$ cat src/dram_pkg.sv
// constants for the edo dimm address mux and refresh controller
// assumes one 200 MHz system clock and no register bus
package dram_pkg;

  // ===========================================================
  // clock and refresh timing
  localparam int CLK_PERIOD_PS      = 5000;
  localparam int REFRESH_PERIOD_NS  = 15600;
  localparam int REFRESH_CYCLES     =
    (REFRESH_PERIOD_NS * 1000) / CLK_PERIOD_PS;

  // ===========================================================
  // edo strobe timing, in clock cycles
  localparam int RAS_SETUP_CYCLES   = 2;
  localparam int RAS_TO_CAS_CYCLES  = 3;
  localparam int CAS_PULSE_CYCLES   = 3;
  localparam int PRECHARGE_CYCLES   = 8;
  localparam int CBR_CAS_LEAD       = 2;
  localparam int CBR_RAS_CYCLES     = 8;
  localparam int TIMER_W            = 8;

  // ===========================================================
  // memory shape
  localparam int MEM_ADDR_W         = 12;
  localparam int RAS_W              = 4;
  localparam int CAS_W              = 8;
  localparam int DATA_W             = 64;
  localparam int BANK_MB_MIN        = 4;
  localparam int BANK_MB_MAX        = 32;

  // ===========================================================
  // device geometries: row bits by column bits
  typedef enum logic [2:0] {
    GEOM_10X10 = 3'h0,
    GEOM_11X10 = 3'h1,
    GEOM_12X9  = 3'h2,
    GEOM_11X11 = 3'h3
  } geom_e;

  typedef enum logic [3:0] {
    ST_IDLE      = 4'h0,
    ST_ROW       = 4'h1,
    ST_RAS       = 4'h2,
    ST_COL       = 4'h3,
    ST_CAS       = 4'h4,
    ST_PRECHARGE = 4'h5,
    ST_CBR_CAS   = 4'h6,
    ST_CBR_RAS   = 4'h7
  } state_e;

endpackage

$ cat src/dram_addr_mux.sv
// row and column address multiplexer for noninterleaved banks
// assumes a byte address from the processor bus, 32 bits wide
`timescale 1ns/1ps
`default_nettype none

module dram_addr_mux (
  input  wire logic [31:0]                       sys_addr,
  input  wire logic                              col_phase,
  input  wire dram_pkg::geom_e                   geometry,
  output logic      [dram_pkg::MEM_ADDR_W-1:0]   mux_addr
);

  // bit numbering: system bit n is the weight 2**n of the byte address
  logic [dram_pkg::MEM_ADDR_W-1:0] row_addr;
  logic [dram_pkg::MEM_ADDR_W-1:0] col_addr;

  always_comb begin
    row_addr = {sys_addr[22], sys_addr[23], sys_addr[21],
                sys_addr[20:12]};
    col_addr = {1'b0, sys_addr[24], sys_addr[22],
                sys_addr[11:3]};
    // narrow geometries leave the top lines of a phase unused
    case (geometry)
      dram_pkg::GEOM_10X10: begin
        row_addr[11:10] = 2'h0;
        col_addr[11:10] = 2'h0;
      end
      dram_pkg::GEOM_11X10: begin
        row_addr[11] = 1'b0;
        col_addr[11:10] = 2'h0;
      end
      dram_pkg::GEOM_12X9: begin
        col_addr[11:9] = 3'h0;
      end
      dram_pkg::GEOM_11X11: begin
        row_addr[11] = 1'b0;
      end
      default: begin
        row_addr[11:10] = 2'h0;
        col_addr[11:10] = 2'h0;
      end
    endcase
    mux_addr = col_phase ? col_addr : row_addr;
  end

endmodule

`default_nettype wire

$ cat src/dram_edo_ctrl.sv
// edo dimm controller: address mux, strobes, data bus and cbr refresh
// assumes a simple request strobe from the processor bus side and
// a lookaside cache hit pin from the cache slot
`timescale 1ns/1ps
`default_nettype none

// Summary of operation
// - one shared 12-bit multiplexed address bus
// - row phase puts bits 22,23,21,20..12 out
// - column phase: blank, 24, 22, 11..3
// - geometries 10x10, 11x10, 12x9, 11x11 supported
// - four row strobes, pairs 0/2 and 1/3
// - cbr refresh every 15.6 us automatically
// - eight column strobes and 64-bit data bus
// - output enables 0,2 and write enables 0,2
// - cache hit inhibits this controller's response
// - cache request/grant only in copyback mode
// - banks 4 to 32 MB, one linear space only at 32 MB (bank select is address bit 25)

module dram_edo_ctrl #(
  parameter int REFRESH_COUNT = dram_pkg::REFRESH_CYCLES,
  parameter int BANK_SIZE_MB  = dram_pkg::BANK_MB_MAX
) (
  input  wire logic                              clk_sys,
  input  wire logic                              rst_n,
  // processor bus side
  input  wire logic                              req_valid,
  input  wire logic                              req_write,
  input  wire logic [31:0]                       req_addr,
  input  wire logic [dram_pkg::DATA_W-1:0]       req_wdata,
  input  wire logic [dram_pkg::CAS_W-1:0]        req_byte_en,
  output logic                                   req_ready,
  output logic                                   rsp_valid,
  output logic      [dram_pkg::DATA_W-1:0]       rsp_rdata,
  input  wire dram_pkg::geom_e                   geometry,
  input  wire logic                              copyback_mode,
  // lookaside cache slot
  input  wire logic                              cache_hit_n,
  input  wire logic                              side_cache_present,
  input  wire logic                              side_cache_bus_request_n,
  output logic                                   side_cache_bus_grant_n,
  output logic                                   cache_enable,
  output logic                                   refresh_busy,
  // dimm pins
  output logic      [dram_pkg::MEM_ADDR_W-1:0]   mem_addr,
  output logic      [dram_pkg::RAS_W-1:0]        ras_n,
  output logic      [dram_pkg::CAS_W-1:0]        cas_n,
  output logic      [1:0]                        oe_n,
  output logic      [1:0]                        we_n,
  input  wire logic [dram_pkg::DATA_W-1:0]       mem_dq_in,
  output logic      [dram_pkg::DATA_W-1:0]       mem_dq_out,
  output logic                                   mem_dq_oe
);

  // ===========================================================
  // state
  localparam logic [31:0] BANK_BYTES = 32'(BANK_SIZE_MB) << 20;
  localparam logic [15:0] REFRESH_LAST = 16'(REFRESH_COUNT - 1);

  dram_pkg::state_e                 state_reg;
  logic [dram_pkg::TIMER_W-1:0]     timer_reg;
  logic [15:0]                      refresh_cnt_reg;
  logic                             refresh_pend_reg;
  logic [31:0]                      addr_reg;
  logic                             write_reg;
  logic [dram_pkg::CAS_W-1:0]       be_reg;
  logic                             bank_sel_reg;
  logic                             col_phase;
  logic [dram_pkg::MEM_ADDR_W-1:0]  mux_addr;
  logic [31:0]                      bank_offset;
  logic                             timer_done;
  logic                             take_req;

  assign timer_done = (timer_reg == '0);
  // a hit cycle is served by the cache, so it is not taken here
  assign take_req   = req_valid && cache_hit_n && !refresh_pend_reg &&
                      (state_reg == dram_pkg::ST_IDLE);
  assign req_ready  = take_req || (req_valid && !cache_hit_n);
  // one linear space: bank offset is the address modulo bank size
  assign bank_offset = req_addr & (BANK_BYTES - 32'h1);

  // ===========================================================
  // refresh interval timer
  always_ff @(posedge clk_sys or negedge rst_n) begin
    if (!rst_n) begin
      refresh_cnt_reg <= 16'h0;
    end else if (refresh_cnt_reg == REFRESH_LAST) begin
      refresh_cnt_reg <= 16'h0;
    end else begin
      refresh_cnt_reg <= refresh_cnt_reg + 16'h1;
    end
  end

  // new tick wins over the clear that starts the cycle
  always_ff @(posedge clk_sys or negedge rst_n) begin
    if (!rst_n) begin
      refresh_pend_reg <= 1'b0;
    end else if (refresh_cnt_reg == REFRESH_LAST) begin
      refresh_pend_reg <= 1'b1;
    end else if (state_reg == dram_pkg::ST_CBR_CAS) begin
      refresh_pend_reg <= 1'b0;
    end
  end

  // ===========================================================
  // access and refresh sequencer
  always_ff @(posedge clk_sys or negedge rst_n) begin
    if (!rst_n) begin
      state_reg <= dram_pkg::ST_IDLE;
      timer_reg <= '0;
    end else begin
      if (!timer_done) begin
        timer_reg <= timer_reg - dram_pkg::TIMER_W'(1);
      end
      case (state_reg)
        dram_pkg::ST_IDLE: begin
          if (refresh_pend_reg) begin
            state_reg <= dram_pkg::ST_CBR_CAS;
            timer_reg <= dram_pkg::TIMER_W'(dram_pkg::CBR_CAS_LEAD);
          end else if (take_req) begin
            state_reg <= dram_pkg::ST_ROW;
            timer_reg <= dram_pkg::TIMER_W'(dram_pkg::RAS_SETUP_CYCLES);
          end
        end
        dram_pkg::ST_ROW: if (timer_done) begin
          state_reg <= dram_pkg::ST_RAS;
          timer_reg <= dram_pkg::TIMER_W'(dram_pkg::RAS_TO_CAS_CYCLES);
        end
        dram_pkg::ST_RAS: if (timer_done) begin
          state_reg <= dram_pkg::ST_COL;
          timer_reg <= dram_pkg::TIMER_W'(dram_pkg::RAS_SETUP_CYCLES);
        end
        dram_pkg::ST_COL: if (timer_done) begin
          state_reg <= dram_pkg::ST_CAS;
          timer_reg <= dram_pkg::TIMER_W'(dram_pkg::CAS_PULSE_CYCLES);
        end
        dram_pkg::ST_CAS: if (timer_done) begin
          state_reg <= dram_pkg::ST_PRECHARGE;
          timer_reg <= dram_pkg::TIMER_W'(dram_pkg::PRECHARGE_CYCLES);
        end
        dram_pkg::ST_CBR_CAS: if (timer_done) begin
          state_reg <= dram_pkg::ST_CBR_RAS;
          timer_reg <= dram_pkg::TIMER_W'(dram_pkg::CBR_RAS_CYCLES);
        end
        dram_pkg::ST_CBR_RAS: if (timer_done) begin
          state_reg <= dram_pkg::ST_PRECHARGE;
          timer_reg <= dram_pkg::TIMER_W'(dram_pkg::PRECHARGE_CYCLES);
        end
        dram_pkg::ST_PRECHARGE: if (timer_done) begin
          state_reg <= dram_pkg::ST_IDLE;
        end
        default: state_reg <= dram_pkg::ST_IDLE;
      endcase
    end
  end

  // ===========================================================
  // request capture
  always_ff @(posedge clk_sys or negedge rst_n) begin
    if (!rst_n) begin
      addr_reg     <= 32'h0;
      write_reg    <= 1'b0;
      be_reg       <= '0;
      bank_sel_reg <= 1'b0;
      mem_dq_out   <= '0;
    end else if (take_req) begin
      addr_reg     <= bank_offset;
      write_reg    <= req_write;
      be_reg       <= req_byte_en;
      bank_sel_reg <= req_addr[25];
      mem_dq_out   <= req_wdata;
    end
  end

  assign col_phase = (state_reg == dram_pkg::ST_COL) ||
                     (state_reg == dram_pkg::ST_CAS);

  dram_addr_mux u_addr_mux (
    .sys_addr  (addr_reg),
    .col_phase (col_phase),
    .geometry  (geometry),
    .mux_addr  (mux_addr)
  );

  // ===========================================================
  // pin drivers, all registered
  always_ff @(posedge clk_sys or negedge rst_n) begin
    if (!rst_n) begin
      mem_addr  <= '0;
      ras_n     <= '1;
      cas_n     <= '1;
      oe_n      <= 2'h3;
      we_n      <= 2'h3;
      mem_dq_oe <= 1'b0;
    end else begin
      mem_addr <= mux_addr;
      case (state_reg)
        dram_pkg::ST_RAS, dram_pkg::ST_COL, dram_pkg::ST_CAS: begin
          // bank 1 is strobes 1 and 3, bank 0 is strobes 0 and 2
          ras_n <= bank_sel_reg ? 4'h5 : 4'ha;
        end
        dram_pkg::ST_CBR_RAS: ras_n <= 4'h0;
        default: ras_n <= 4'hf;
      endcase
      case (state_reg)
        dram_pkg::ST_CAS: cas_n <= ~be_reg;
        dram_pkg::ST_CBR_CAS, dram_pkg::ST_CBR_RAS: cas_n <= 8'h00;
        default: cas_n <= 8'hff;
      endcase
      // write enable low for writes, held high during cbr
      we_n <= (write_reg && col_phase) ? 2'h0 : 2'h3;
      oe_n <= (!write_reg && state_reg == dram_pkg::ST_CAS) ?
              2'h0 : 2'h3;
      mem_dq_oe <= write_reg && col_phase;
    end
  end

  // ===========================================================
  // access completion for reads and writes, read data return
  always_ff @(posedge clk_sys or negedge rst_n) begin
    if (!rst_n) begin
      rsp_valid <= 1'b0;
      rsp_rdata <= '0;
    end else begin
      rsp_valid <= (state_reg == dram_pkg::ST_CAS) && timer_done;
      if ((state_reg == dram_pkg::ST_CAS) && timer_done && !write_reg) begin
        rsp_rdata <= mem_dq_in;
      end
    end
  end

  // ===========================================================
  // cache slot handshake
  always_ff @(posedge clk_sys or negedge rst_n) begin
    if (!rst_n) begin
      side_cache_bus_grant_n <= 1'b1;
      cache_enable           <= 1'b0;
    end else begin
      // grant only ever answers a request in copyback mode
      side_cache_bus_grant_n <= !(copyback_mode &&
                                  !side_cache_bus_request_n);
      cache_enable <= side_cache_present;
    end
  end

  assign refresh_busy = (state_reg == dram_pkg::ST_CBR_CAS) ||
                        (state_reg == dram_pkg::ST_CBR_RAS);
endmodule

`default_nettype wire

$ cat config.mk
export PLATFORM = sky130hd
export DESIGN_NAME = dram_edo_ctrl
export DESIGN_NICKNAME = d
export VERILOG_FILES = /design/src/dram_pkg.sv /design/src/dram_addr_mux.sv /design/src/dram_edo_ctrl.sv
export SDC_FILE = /design/constraint.sdc
export NUM_CORES = 1
export LEC_CHECK = 0
export BUFFER_PORTS_ARGS = -buffer_cell sky130_fd_sc_hd__clkbuf_2
export CAP_MARGIN = 30
export CORE_AREA = 2 2 132 134
export CTS_CLUSTER_SIZE = 24
export DETAILED_ROUTE_END_ITERATION = 6
export DIE_AREA = 0 0 134 136
export MAX_ROUTING_LAYER = met4
export PLACE_DENSITY = 0.94
export REMOVE_ABC_BUFFERS = 1
export SETUP_SLACK_MARGIN = 0.3
export SYNTH_ARGS = -nofsm -noshare
export SYNTH_HDL_FRONTEND = slang
export SYNTH_SLANG_ARGS = --single-unit
$ cat constraint.sdc
create_clock -name clk_sys -period 4.25 [get_ports clk_sys]
set_input_delay 0 -clock clk_sys [delete_from_list [all_inputs] [get_ports clk_sys]]
set_output_delay 0 -clock clk_sys [all_outputs]
set_load 0.05 [all_outputs]
---- Yosys cells after proc, flatten, opt, wreduce, memory -nomap -nowiden ----
Index checks and enable logic that the tools add are counted.
operators by class
  bitwise gates (word level) .............. 1
  eq/ne operators ......................... 18
  reduce and logical (&&, ||, !) cells .... 27
  $add $sub $neg .......................... 2
  mux-type cells .......................... 29
operators with widths
  kind                                                                      count
  8-bit 2-to-1 mux                                                          6
  4-bit 2-to-1 mux                                                          9
  8-bit case mux with 4 select lines                                        1
  4-bit case mux with 7 select lines                                        1
  16-bit by 1-bit adder with 16-bit output (second input constant)          1
  16-bit by 12-bit equality test with 1-bit output (second input constant)  1
  4-bit by 3-bit equality test with 1-bit output (second input constant)    4
  16-bit 2-to-1 mux                                                         1
  8-bit case mux with 2 select lines                                        1
  12-bit 2-to-1 mux                                                         1
  2-bit inequality test (second input constant)                             5
  1-bit logical AND                                                         9
  3-bit OR reduction                                                        3
  4-bit by 2-bit equality test with 1-bit output (second input constant)    2
  8-bit logical NOT                                                         1
  8-bit inverter                                                            1
  4-bit case mux with 2 select lines                                        1
  8-bit by 1-bit subtractor with 8-bit output (second input constant)       1
  7-bit AND reduction                                                       1
  3-bit by 2-bit equality test with 1-bit output (second input constant)    2
  1-bit 2-to-1 mux                                                          6
  2-bit OR reduction                                                        3
  1-bit logical NOT                                                         5
  4-bit by 1-bit equality test with 1-bit output (second input constant)    1
  7 further kinds                                                           10
storage, ports and cells
  flip-flop bits (word level) ............. 224
  logic and storage cells ................. 96
  output and inout port bits .............. 162
  input bits .............................. 179

---- Logic depth before layout (Yosys ltp) ----
Gate-level depths: netlist (run 1).
  depth after elaboration ................. 6
  gate-level depth with buffers ........... 9
  depth with buffers taken out ............ 9

---- Modules after synthesis ----
Synthesis (run 1) repeated with hierarchy kept, for this count alone.
unflattened totals
  cells, all modules ...................... 578
  area total of the unflattened synthesis .. 8908.5 um^2
by module, submodules not included
  module         sequential area each (um^2)  times used  area each (um^2)  cells each
  dram_edo_ctrl  5496.5                       1           8700.8            560
  dram_addr_mux  0.0                          1           207.7             18

---- Worst setup path before layout (run 1) ----
Ideal clock, no wire load.
  path kind ............................... register to register
  start ................................... register timer_reg[0] (netlist name)
  end ..................................... register rsp_rdata[10] (netlist name)
  cell stages (with the launch flop) ...... 10
  period minus slack after synthesis ...... 2.328 ns
  path buffers ............................ 2
  data required time ...................... 4.125 ns
  library setup time ...................... 0.125 ns
  setup slack ............................. 1.922 ns
  arrival ................................. 2.203 ns
  cell sequence ........................... dfrtp_1 inv_1 ha_1 or4b_4 nor2_8 inv_4 or2_1 buf_6 buf_12 mux2_4
between the ends
  cells in the longest elaborated chain, start to end .. 3
ends and longest elaborated chain
  what                             line                  RTL
  start, declared                  dram_edo_ctrl.sv:61   logic [dram_pkg::TIMER_W-1:0] timer_reg;
  start signal, assigned           dram_edo_ctrl.sv:113  timer_reg <= timer_reg - dram_pkg::TIMER_W'(1);
  start signal, assigned           dram_edo_ctrl.sv:119  timer_reg <= dram_pkg::TIMER_W'(dram_pkg::CBR_CAS_LEAD);
  start signal, assigned           dram_edo_ctrl.sv:122  timer_reg <= dram_pkg::TIMER_W'(dram_pkg::RAS_SETUP_CYCLES);
  8-bit logical NOT                dram_edo_ctrl.sv:74   assign timer_done = (timer_reg == '0);
  1-bit logical AND (2 in series)  dram_edo_ctrl.sv:226  if ((state_reg == dram_pkg::ST_CAS) && timer_done && !write_reg) begin
  end signal, assigned             dram_edo_ctrl.sv:227  rsp_rdata <= mem_dq_in;
  end, declared                    dram_edo_ctrl.sv:34   output logic [dram_pkg::DATA_W-1:0] rsp_rdata,
No other way between the ends.
A chain may end at the register's enable or synchronous reset.

---- Final worst setup path (run 1) ----
  start ................................... register state_reg[0]
  end ..................................... register mem_dq_out[24] (netlist name)
between the ends
  cells in the longest elaborated chain, start to end .. 2
ends and longest elaborated chain
  what                    line                  RTL
  start, declared         dram_edo_ctrl.sv:60   dram_pkg::state_e state_reg;
  start signal, assigned  dram_edo_ctrl.sv:109  state_reg <= dram_pkg::ST_IDLE;
  start signal, assigned  dram_edo_ctrl.sv:118  state_reg <= dram_pkg::ST_CBR_CAS;
  start signal, assigned  dram_edo_ctrl.sv:121  state_reg <= dram_pkg::ST_ROW;
  4-bit logical NOT       dram_edo_ctrl.sv:77   (state_reg == dram_pkg::ST_IDLE);
  1-bit logical AND       dram_edo_ctrl.sv:76   assign take_req = req_valid && cache_hit_n && !refresh_pend_reg &&
  end signal, assigned    dram_edo_ctrl.sv:171  mem_dq_out <= req_wdata;
  end, declared           dram_edo_ctrl.sv:51   output logic [dram_pkg::DATA_W-1:0] mem_dq_out,
No other way between the ends.

==> impl_metrics.toml, run 1 <==
[yosys]
synth_edf_count = 0
synth_warnings = 0
synth_flop_cell = "dfrtp_1"
seq_area_frac_synth_pct = 61.98
postSynthAreaPerCell_sq_um = 15.24
synthCells = 574
async_reset_ff_share_pct = 100.0
synth_cell_type_count = 49
syn_area_sq_um = 8747
synth-seq-cells = 216

[job]
max_cap_viol_count = 0

[final_layout]
area.sequential_sq_um = 5421
multi_input_area_sq_um = 3062
design_area_sq_um = 13000
nets = 1258
layout-drive-gt1-share_pct = 52.02
fillCellCount = 958
syn_to_final_growth_pct = 48.63

[worst_hold_path]
min_path_type = "in -> async"

[power]
ir_drop_v = 0.0006451
p_per_area_nw_per_um2 = 670.5
p_leak_nw = 6.450

[sta]
finClkSkew_ps = 22.42
period_needed_ps = 3050
setup_viol = 0
fin_tns_setup_ps = 0
slew_violations = 0
period_share_pct = 71.75
worst_slack_ps = 1201
relSlewSlack_pct = 45.34
worst_pin_slew_ps = 813.6
hold_viol_final = 0
rsz0062_at_grt = "false"
clock.fmax_ghz = 0.3279

[setup_path]
timing.rr.start = "state_reg[0]$_DFFE_PN0P_"
rrSetupSlack_ps = 1200
crit_start = "state_reg[0]$_DFFE_PN0P_"
critPathLaunchType = "flip-flop"
critPathArrivalTime_ps = 3450
reg2reg_to = "mem_dq_out[24]$_DFFE_PN0P_"
required_ps = 4650
critPathKind = "reg -> reg"
crit_path_end_kind = "flip-flop"
path_max_fanout = 78
r2r_cells = 5

[cts]
htree_levels = 1
cts_tree = "yes"
clock_latency_ps = 530
cts_resized = 0
numCtsBuffers = 23
ctsRootBufferMaster = "clkbuf_16"
cts.path.max_buffers = 3
cts.sinks = 216
cts.clk_slew.worst_paths_ps = 60
cts_hold_buf = 169
cts_setup_buffers = 0

[die]
dieHeight_um = 136
num_rows = 48
num_io_pins = 341
fp.dieW_um = 134
initial_core_util_pct = 51.83
die_area_sq_um = 18220
core_sq_um = 16880

[route]
vias = 6825
viasPerCell = 5.178
route.met2.wl_um = 14150
wl_met1_um = 9270
wl_um = 26240
dr_wl_met3_um = 1461
routedWlPerCell_um = 19.91
ant_nets = 0
drc = 0
dr.pass1.iters = 5
drt_iter0_drc = 329
highest_layer = "met4"

[placed_design]
place_congestion = 0.8176
port_buffers = 331
dp_hpwl_um = 14190
pre_cts_slack_ps = 1301
place_area_sq_um = 10520

[run_status]
status = "completed"

[grt]
grt_max_degree = 121
grt_antenna_before_repair = 1
grt_pass1_wl_um = 39860
grt_overflow = 0
grt_pass1_vias = 7408
grt_use_total_pct = 29.14
power breakdown:
group	total [W]	switching, W	leakage, nW	internal [W]
clock	0.00205	0.000872	0.371	0.00118
sequential	0.00319	0.000457	2.59	0.00273
combinational	0.00348	0.00241	3.49	0.00107
total	0.00872	0.00374	6.45	0.00498
layout by cell type, fill, tap and decap left out, types with 3 or more instances in the layout:
cell type,instances
a21oi_1,12
clkbuf_2,330
nand2_1,20
clkbuf_8,4
dfstp_2,13
nor4_1,3
nor3b_1,3
clkbuf_1,3
mux2_4,60
nand4_1,5
mux2_2,109
o21ai_0,18
diode_2,3
nand3_1,7
inv_1,7
dlygate4sd3_1,169
xnor2_1,11
nor2b_1,9
nor2_1,19
xor2_1,5
clkinv_2,5
dfrtp_1,203
clkbuf_16,23
ha_1,4
nor3_1,7
metal layers:
layer	vias to the layer above	GRT usage, %
li1	3014	-
met1	3399	31.66
met2	313	51.00
met3	99	5.257
met4	0	15.66
met5	-	-
layout make-up:
type | count | share of cell area, %
Clock inverter | 11 | 0.9912
Clock buffer | 29 | 4.831
Tap cell | 225 | 2.165
Multi-Input combinational cell | 321 | 23.55
Sequential cell | 216 | 41.70
Antenna cell | 3 | 0.05774
Inverter | 8 | 0.2502
Timing Repair Buffer | 505 | 26.46
synthesized netlist by cell type, types with 6 or more instances:
| library cell | n | area share, % |
|---|---|---|
| buf_12 | 6 | 1.4 |
| mux2_4 | 60 | 10 |
| o21ai_0 | 18 | 1.0 |
| nand3_1 | 7 | 0.40 |
| dfrtp_1 | 203 | 58 |
| dfstp_2 | 13 | 3.9 |
| clkbuf_1 | 8 | 0.34 |
| xnor2_1 | 11 | 1.1 |
| mux2_2 | 109 | 14 |
| nor2b_1 | 9 | 0.64 |
| nor3_1 | 7 | 0.40 |
| nor2_1 | 20 | 0.86 |
| inv_1 | 7 | 0.30 |
| nand2_1 | 20 | 0.86 |
| buf_2 | 10 | 0.57 |
| a21oi_1 | 12 | 0.69 |
worst max-delay path by stage:
stage                                 endpoint  slack [ps]
floorplan             addr_reg[10]$_DFFE_PN0P_       -1660
global placement     mem_dq_out[9]$_DFFE_PN0P_        1340
detailed placement  mem_dq_out[24]$_DFFE_PN0P_        1300
CTS                 mem_dq_out[32]$_DFFE_PN0P_        1290
global route        mem_dq_out[24]$_DFFE_PN0P_        1120
finish              mem_dq_out[24]$_DFFE_PN0P_        1200
per-stage QoR:
step / utilization [%] / hold slack [ps] / std cells / total power [W]
4_1_cts: 76.83 / 62.81 / 1314 / 0.008584
6_report: 77.04 / 23.23 / 1318 / 0.008717
3_5_place_dp: 62.32 / 110.1 / 1105 / 0.006414
2_1_floorplan: - / -295.6 / 545 / 0.005549
5_1_grt: 77.01 / 45.89 / 1316 / 0.009057
3_3_place_gp: 62.32 / 113.9 / 1105 / 0.006289
cells by family (layout without fill, tap and decap cells):
family	after synthesis	after routing	synth area share, %
AO/OA/AOI/OAI	40	40	2.604
flip-flops	216	216	61.98
adder cells (fa/ha/maj)	5	5	0.6866
XOR/XNOR	16	16	1.602
other	0	3	0
buffers and inverters	37	553	3.133
multiplexers	169	169	24.33
AND/OR/NAND/NOR	91	91	5.664
worst max-delay path, cell delays in order, from the launching register on:
cell	delay, ps
dfrtp_1	640
or2_2	450
or3_1	380
nor2_4	520
buf_12	410
mux2_2	430
No activity file was read; power rests on OpenSTA's default activity.
==> inputs of run 2 (changes only) <==
Settings changed: CORE_AREA 2 2 132 134 to 2 2 144 146, DIE_AREA 0 0 134 136 to 0 0 146 148, PLACE_DENSITY 0.94 to 0.85.
Clock period 4.25 ns to 2.6 ns, I/O delays scaled along.
==> run 2 against run 1 <==
Effect of this change: sequential share of layout area is 1.3 points lower; non-clock buffer count is 28 higher; critical path depth is 3 higher; first-iteration DRC count is 34% lower; flip-flop and latch count stayed put; via count hardly changed; routed wire length is 2.7% lower; fmax is 32% higher; combinational power is 68% higher; clock skew is 2.2 ps lower; clock power is 65% higher; design area is 3.3% higher; largest power group unchanged.
==> impl_metrics.toml, run 2 (same netlist as run 1, synthesis figures left out) <==
[sta]
period_needed_ps = 2310
hold_viol_final = 0
setup_viol = 0
slew_violations = 0
relSlewSlack_pct = 45.93
clock.fmax_ghz = 0.4330
worst_pin_slew_ps = 808.5
finClkSkew_ps = 20.19
period_share_pct = 88.83
rsz0062_at_grt = "true"
fin_tns_setup_ps = 0

[grt]
grt_max_degree = 80
grt_pass1_wl_um = 39710
grt_overflow = 0
grt_use_total_pct = 23.73
grt_antenna_before_repair = 1
grt_pass1_vias = 7558

[die]
die_area_sq_um = 21610
fp.dieW_um = 146
num_rows = 52
core_sq_um = 20040
initial_core_util_pct = 43.65
dieHeight_um = 148
num_io_pins = 341

[cts]
clock_latency_ps = 520
numCtsBuffers = 24
cts.sinks = 216
htree_levels = 1
ctsRootBufferMaster = "clkbuf_16"
cts.clk_slew.worst_paths_ps = 60
cts.path.max_buffers = 3
cts_tree = "yes"

[placed_design]
dp.cells = 1163
place_congestion = 0.8265
port_buffers = 331
place_area_sq_um = 10710
dp_hpwl_um = 15030

[power]
p_per_area_nw_per_um2 = 1067
report.power.total_w = 0.01433
p_sw_w = 0.006008
p_int_w = 0.008318
p_leak_nw = 6.651
ir_drop_v = 0.0009035
seqPwrFrac_pct = 35.6
switching_share_pct = 41.94
pwr-share-comb_pct = 40.7
power.share.clock_pct = 23.6

[route]
routedWlPerCell_um = 18.31
ant_nets = 0
dr.pass1.iters = 4
wl_um = 25520
drc = 0
drt_iter0_drc = 216
vias = 6820
viasPerCell = 4.892

[final_layout]
fillCellCount = 1361
finalCoreUtilization_pct = 67.00
instances_no_fill = 1394
multi_input_area_sq_um = 3084
mostFrequentLayoutCell = "clkbuf_2"
nets = 1288
syn_to_final_growth_pct = 53.48
final_cell_mix = "clkbuf_2, dfrtp_1, dlygate4sd3_1"
design_area_sq_um = 13430
layout-drive-gt1-share_pct = 53.61
area.sequential_sq_um = 5421

[setup_path]
critPathArrivalTime_ps = 2690
critPathLaunchType = "flip-flop"
critPathKind = "reg -> reg"
required_ps = 2980
crit_path_end_kind = "flip-flop"
path_max_fanout = 7

[job]
max_cap_viol_count = 0

[worst_hold_path]
min_path_type = "in -> async"

[run_status]
status = "completed"
run 2: cell count changes in the layout (fill, tap and decap cells not counted), sizes merged:
cell,before,now
bufinv,2,1
inv,9,8
diode,3,1
clkinv,6,7
buf,5,32
or2,3,4
clkbuf,360,368
clkinvlp,2,0
run 2: critical path: stages (launching register included):
cell and delay, ps:
dfrtp_1 390, inv_2 90, ha_4 130, or4b_4 510
nor2_8 160, inv_6 50, or2_4 340, clkbuf_16 210
mux2_4 290
run 2: through the flow:
step	setup WS, ps	hold WS [ps]
2_1_floorplan	-3306	-295.6
3_3_place_gp	151.3	27.31
3_5_place_dp	72.02	30.15
4_1_cts	301.2	49.65
5_1_grt	219.1	91.15
6_report	290.4	47.91
run 2: area by class of cell:
type | instances | share of cell area, %
sequential | 216 | 40.38
timing repair buffer | 533 | 27.89
multi-input combinational | 322 | 22.97
clock buffer | 36 | 5.331
tap | 270 | 2.516
clock inverter | 8 | 0.6244
inverter | 8 | 0.2610
antenna | 1 | 0.01864
run 2: power groups by stage:
stage          Combinational, W  Sequential, W  Clock [W]
6_report                0.00584        0.00511    0.00338
5_1_grt                 0.00608        0.00522    0.00359
4_1_cts                 0.00572        0.00505    0.00344
3_5_place_dp            0.00544        0.00509          0
3_3_place_gp            0.00534        0.00503          0
2_1_floorplan           0.00140        0.00767          0
run 2: repair_timing:
| action | 4_1_cts | 5_1_grt |
|---|---|---|
| hold buffers | 169 | 0 |
| gates resized for setup | 3 | 13 |
| pin swaps | 3 | 3 |
| cloned | 2 | 1 |
| setup endpoints to repair | 64 | 142 |
| endpoints found under the hold margin | 259 | 0 |
| buffers inserted | 7 | 7 |
run 2: metal layers:
| layer | vias to the layer above | share of wire, % | track usage [%] |
|---|---|---|---|
| li1 | 3074 | - | - |
| met1 | 3432 | 37 | 25.90 |
| met2 | 245 | 55 | 44.06 |
| met3 | 69 | 4.1 | 3.148 |
| met4 | 0 | 3.6 | 9.078 |
| met5 | - | 0 | - |
run 2: path summary, 6_finish.rpt:
check                      slack [ps]  depth (start not counted)                                to                          start
max                               290                          8         rsp_rdata[18]$_DFFE_PN0P_         timer_reg[0]$_DFF_PN0_
min                                50                          2        mem_dq_out[23]$_DFFE_PN0P_                          rst_n
max reg2reg                       290                          8         rsp_rdata[18]$_DFFE_PN0P_         timer_reg[0]$_DFF_PN0_
min reg2reg                       490                          1     refresh_cnt_reg[15]$_DFF_PN0_  refresh_cnt_reg[15]$_DFF_PN0_
max in group asynchronous        1620                          3  side_cache_bus_grant_n$_DFF_PN1_                          rst_n
min in group clk_sys               90                          4            timer_reg[6]$_DFF_PN0_                    cache_hit_n
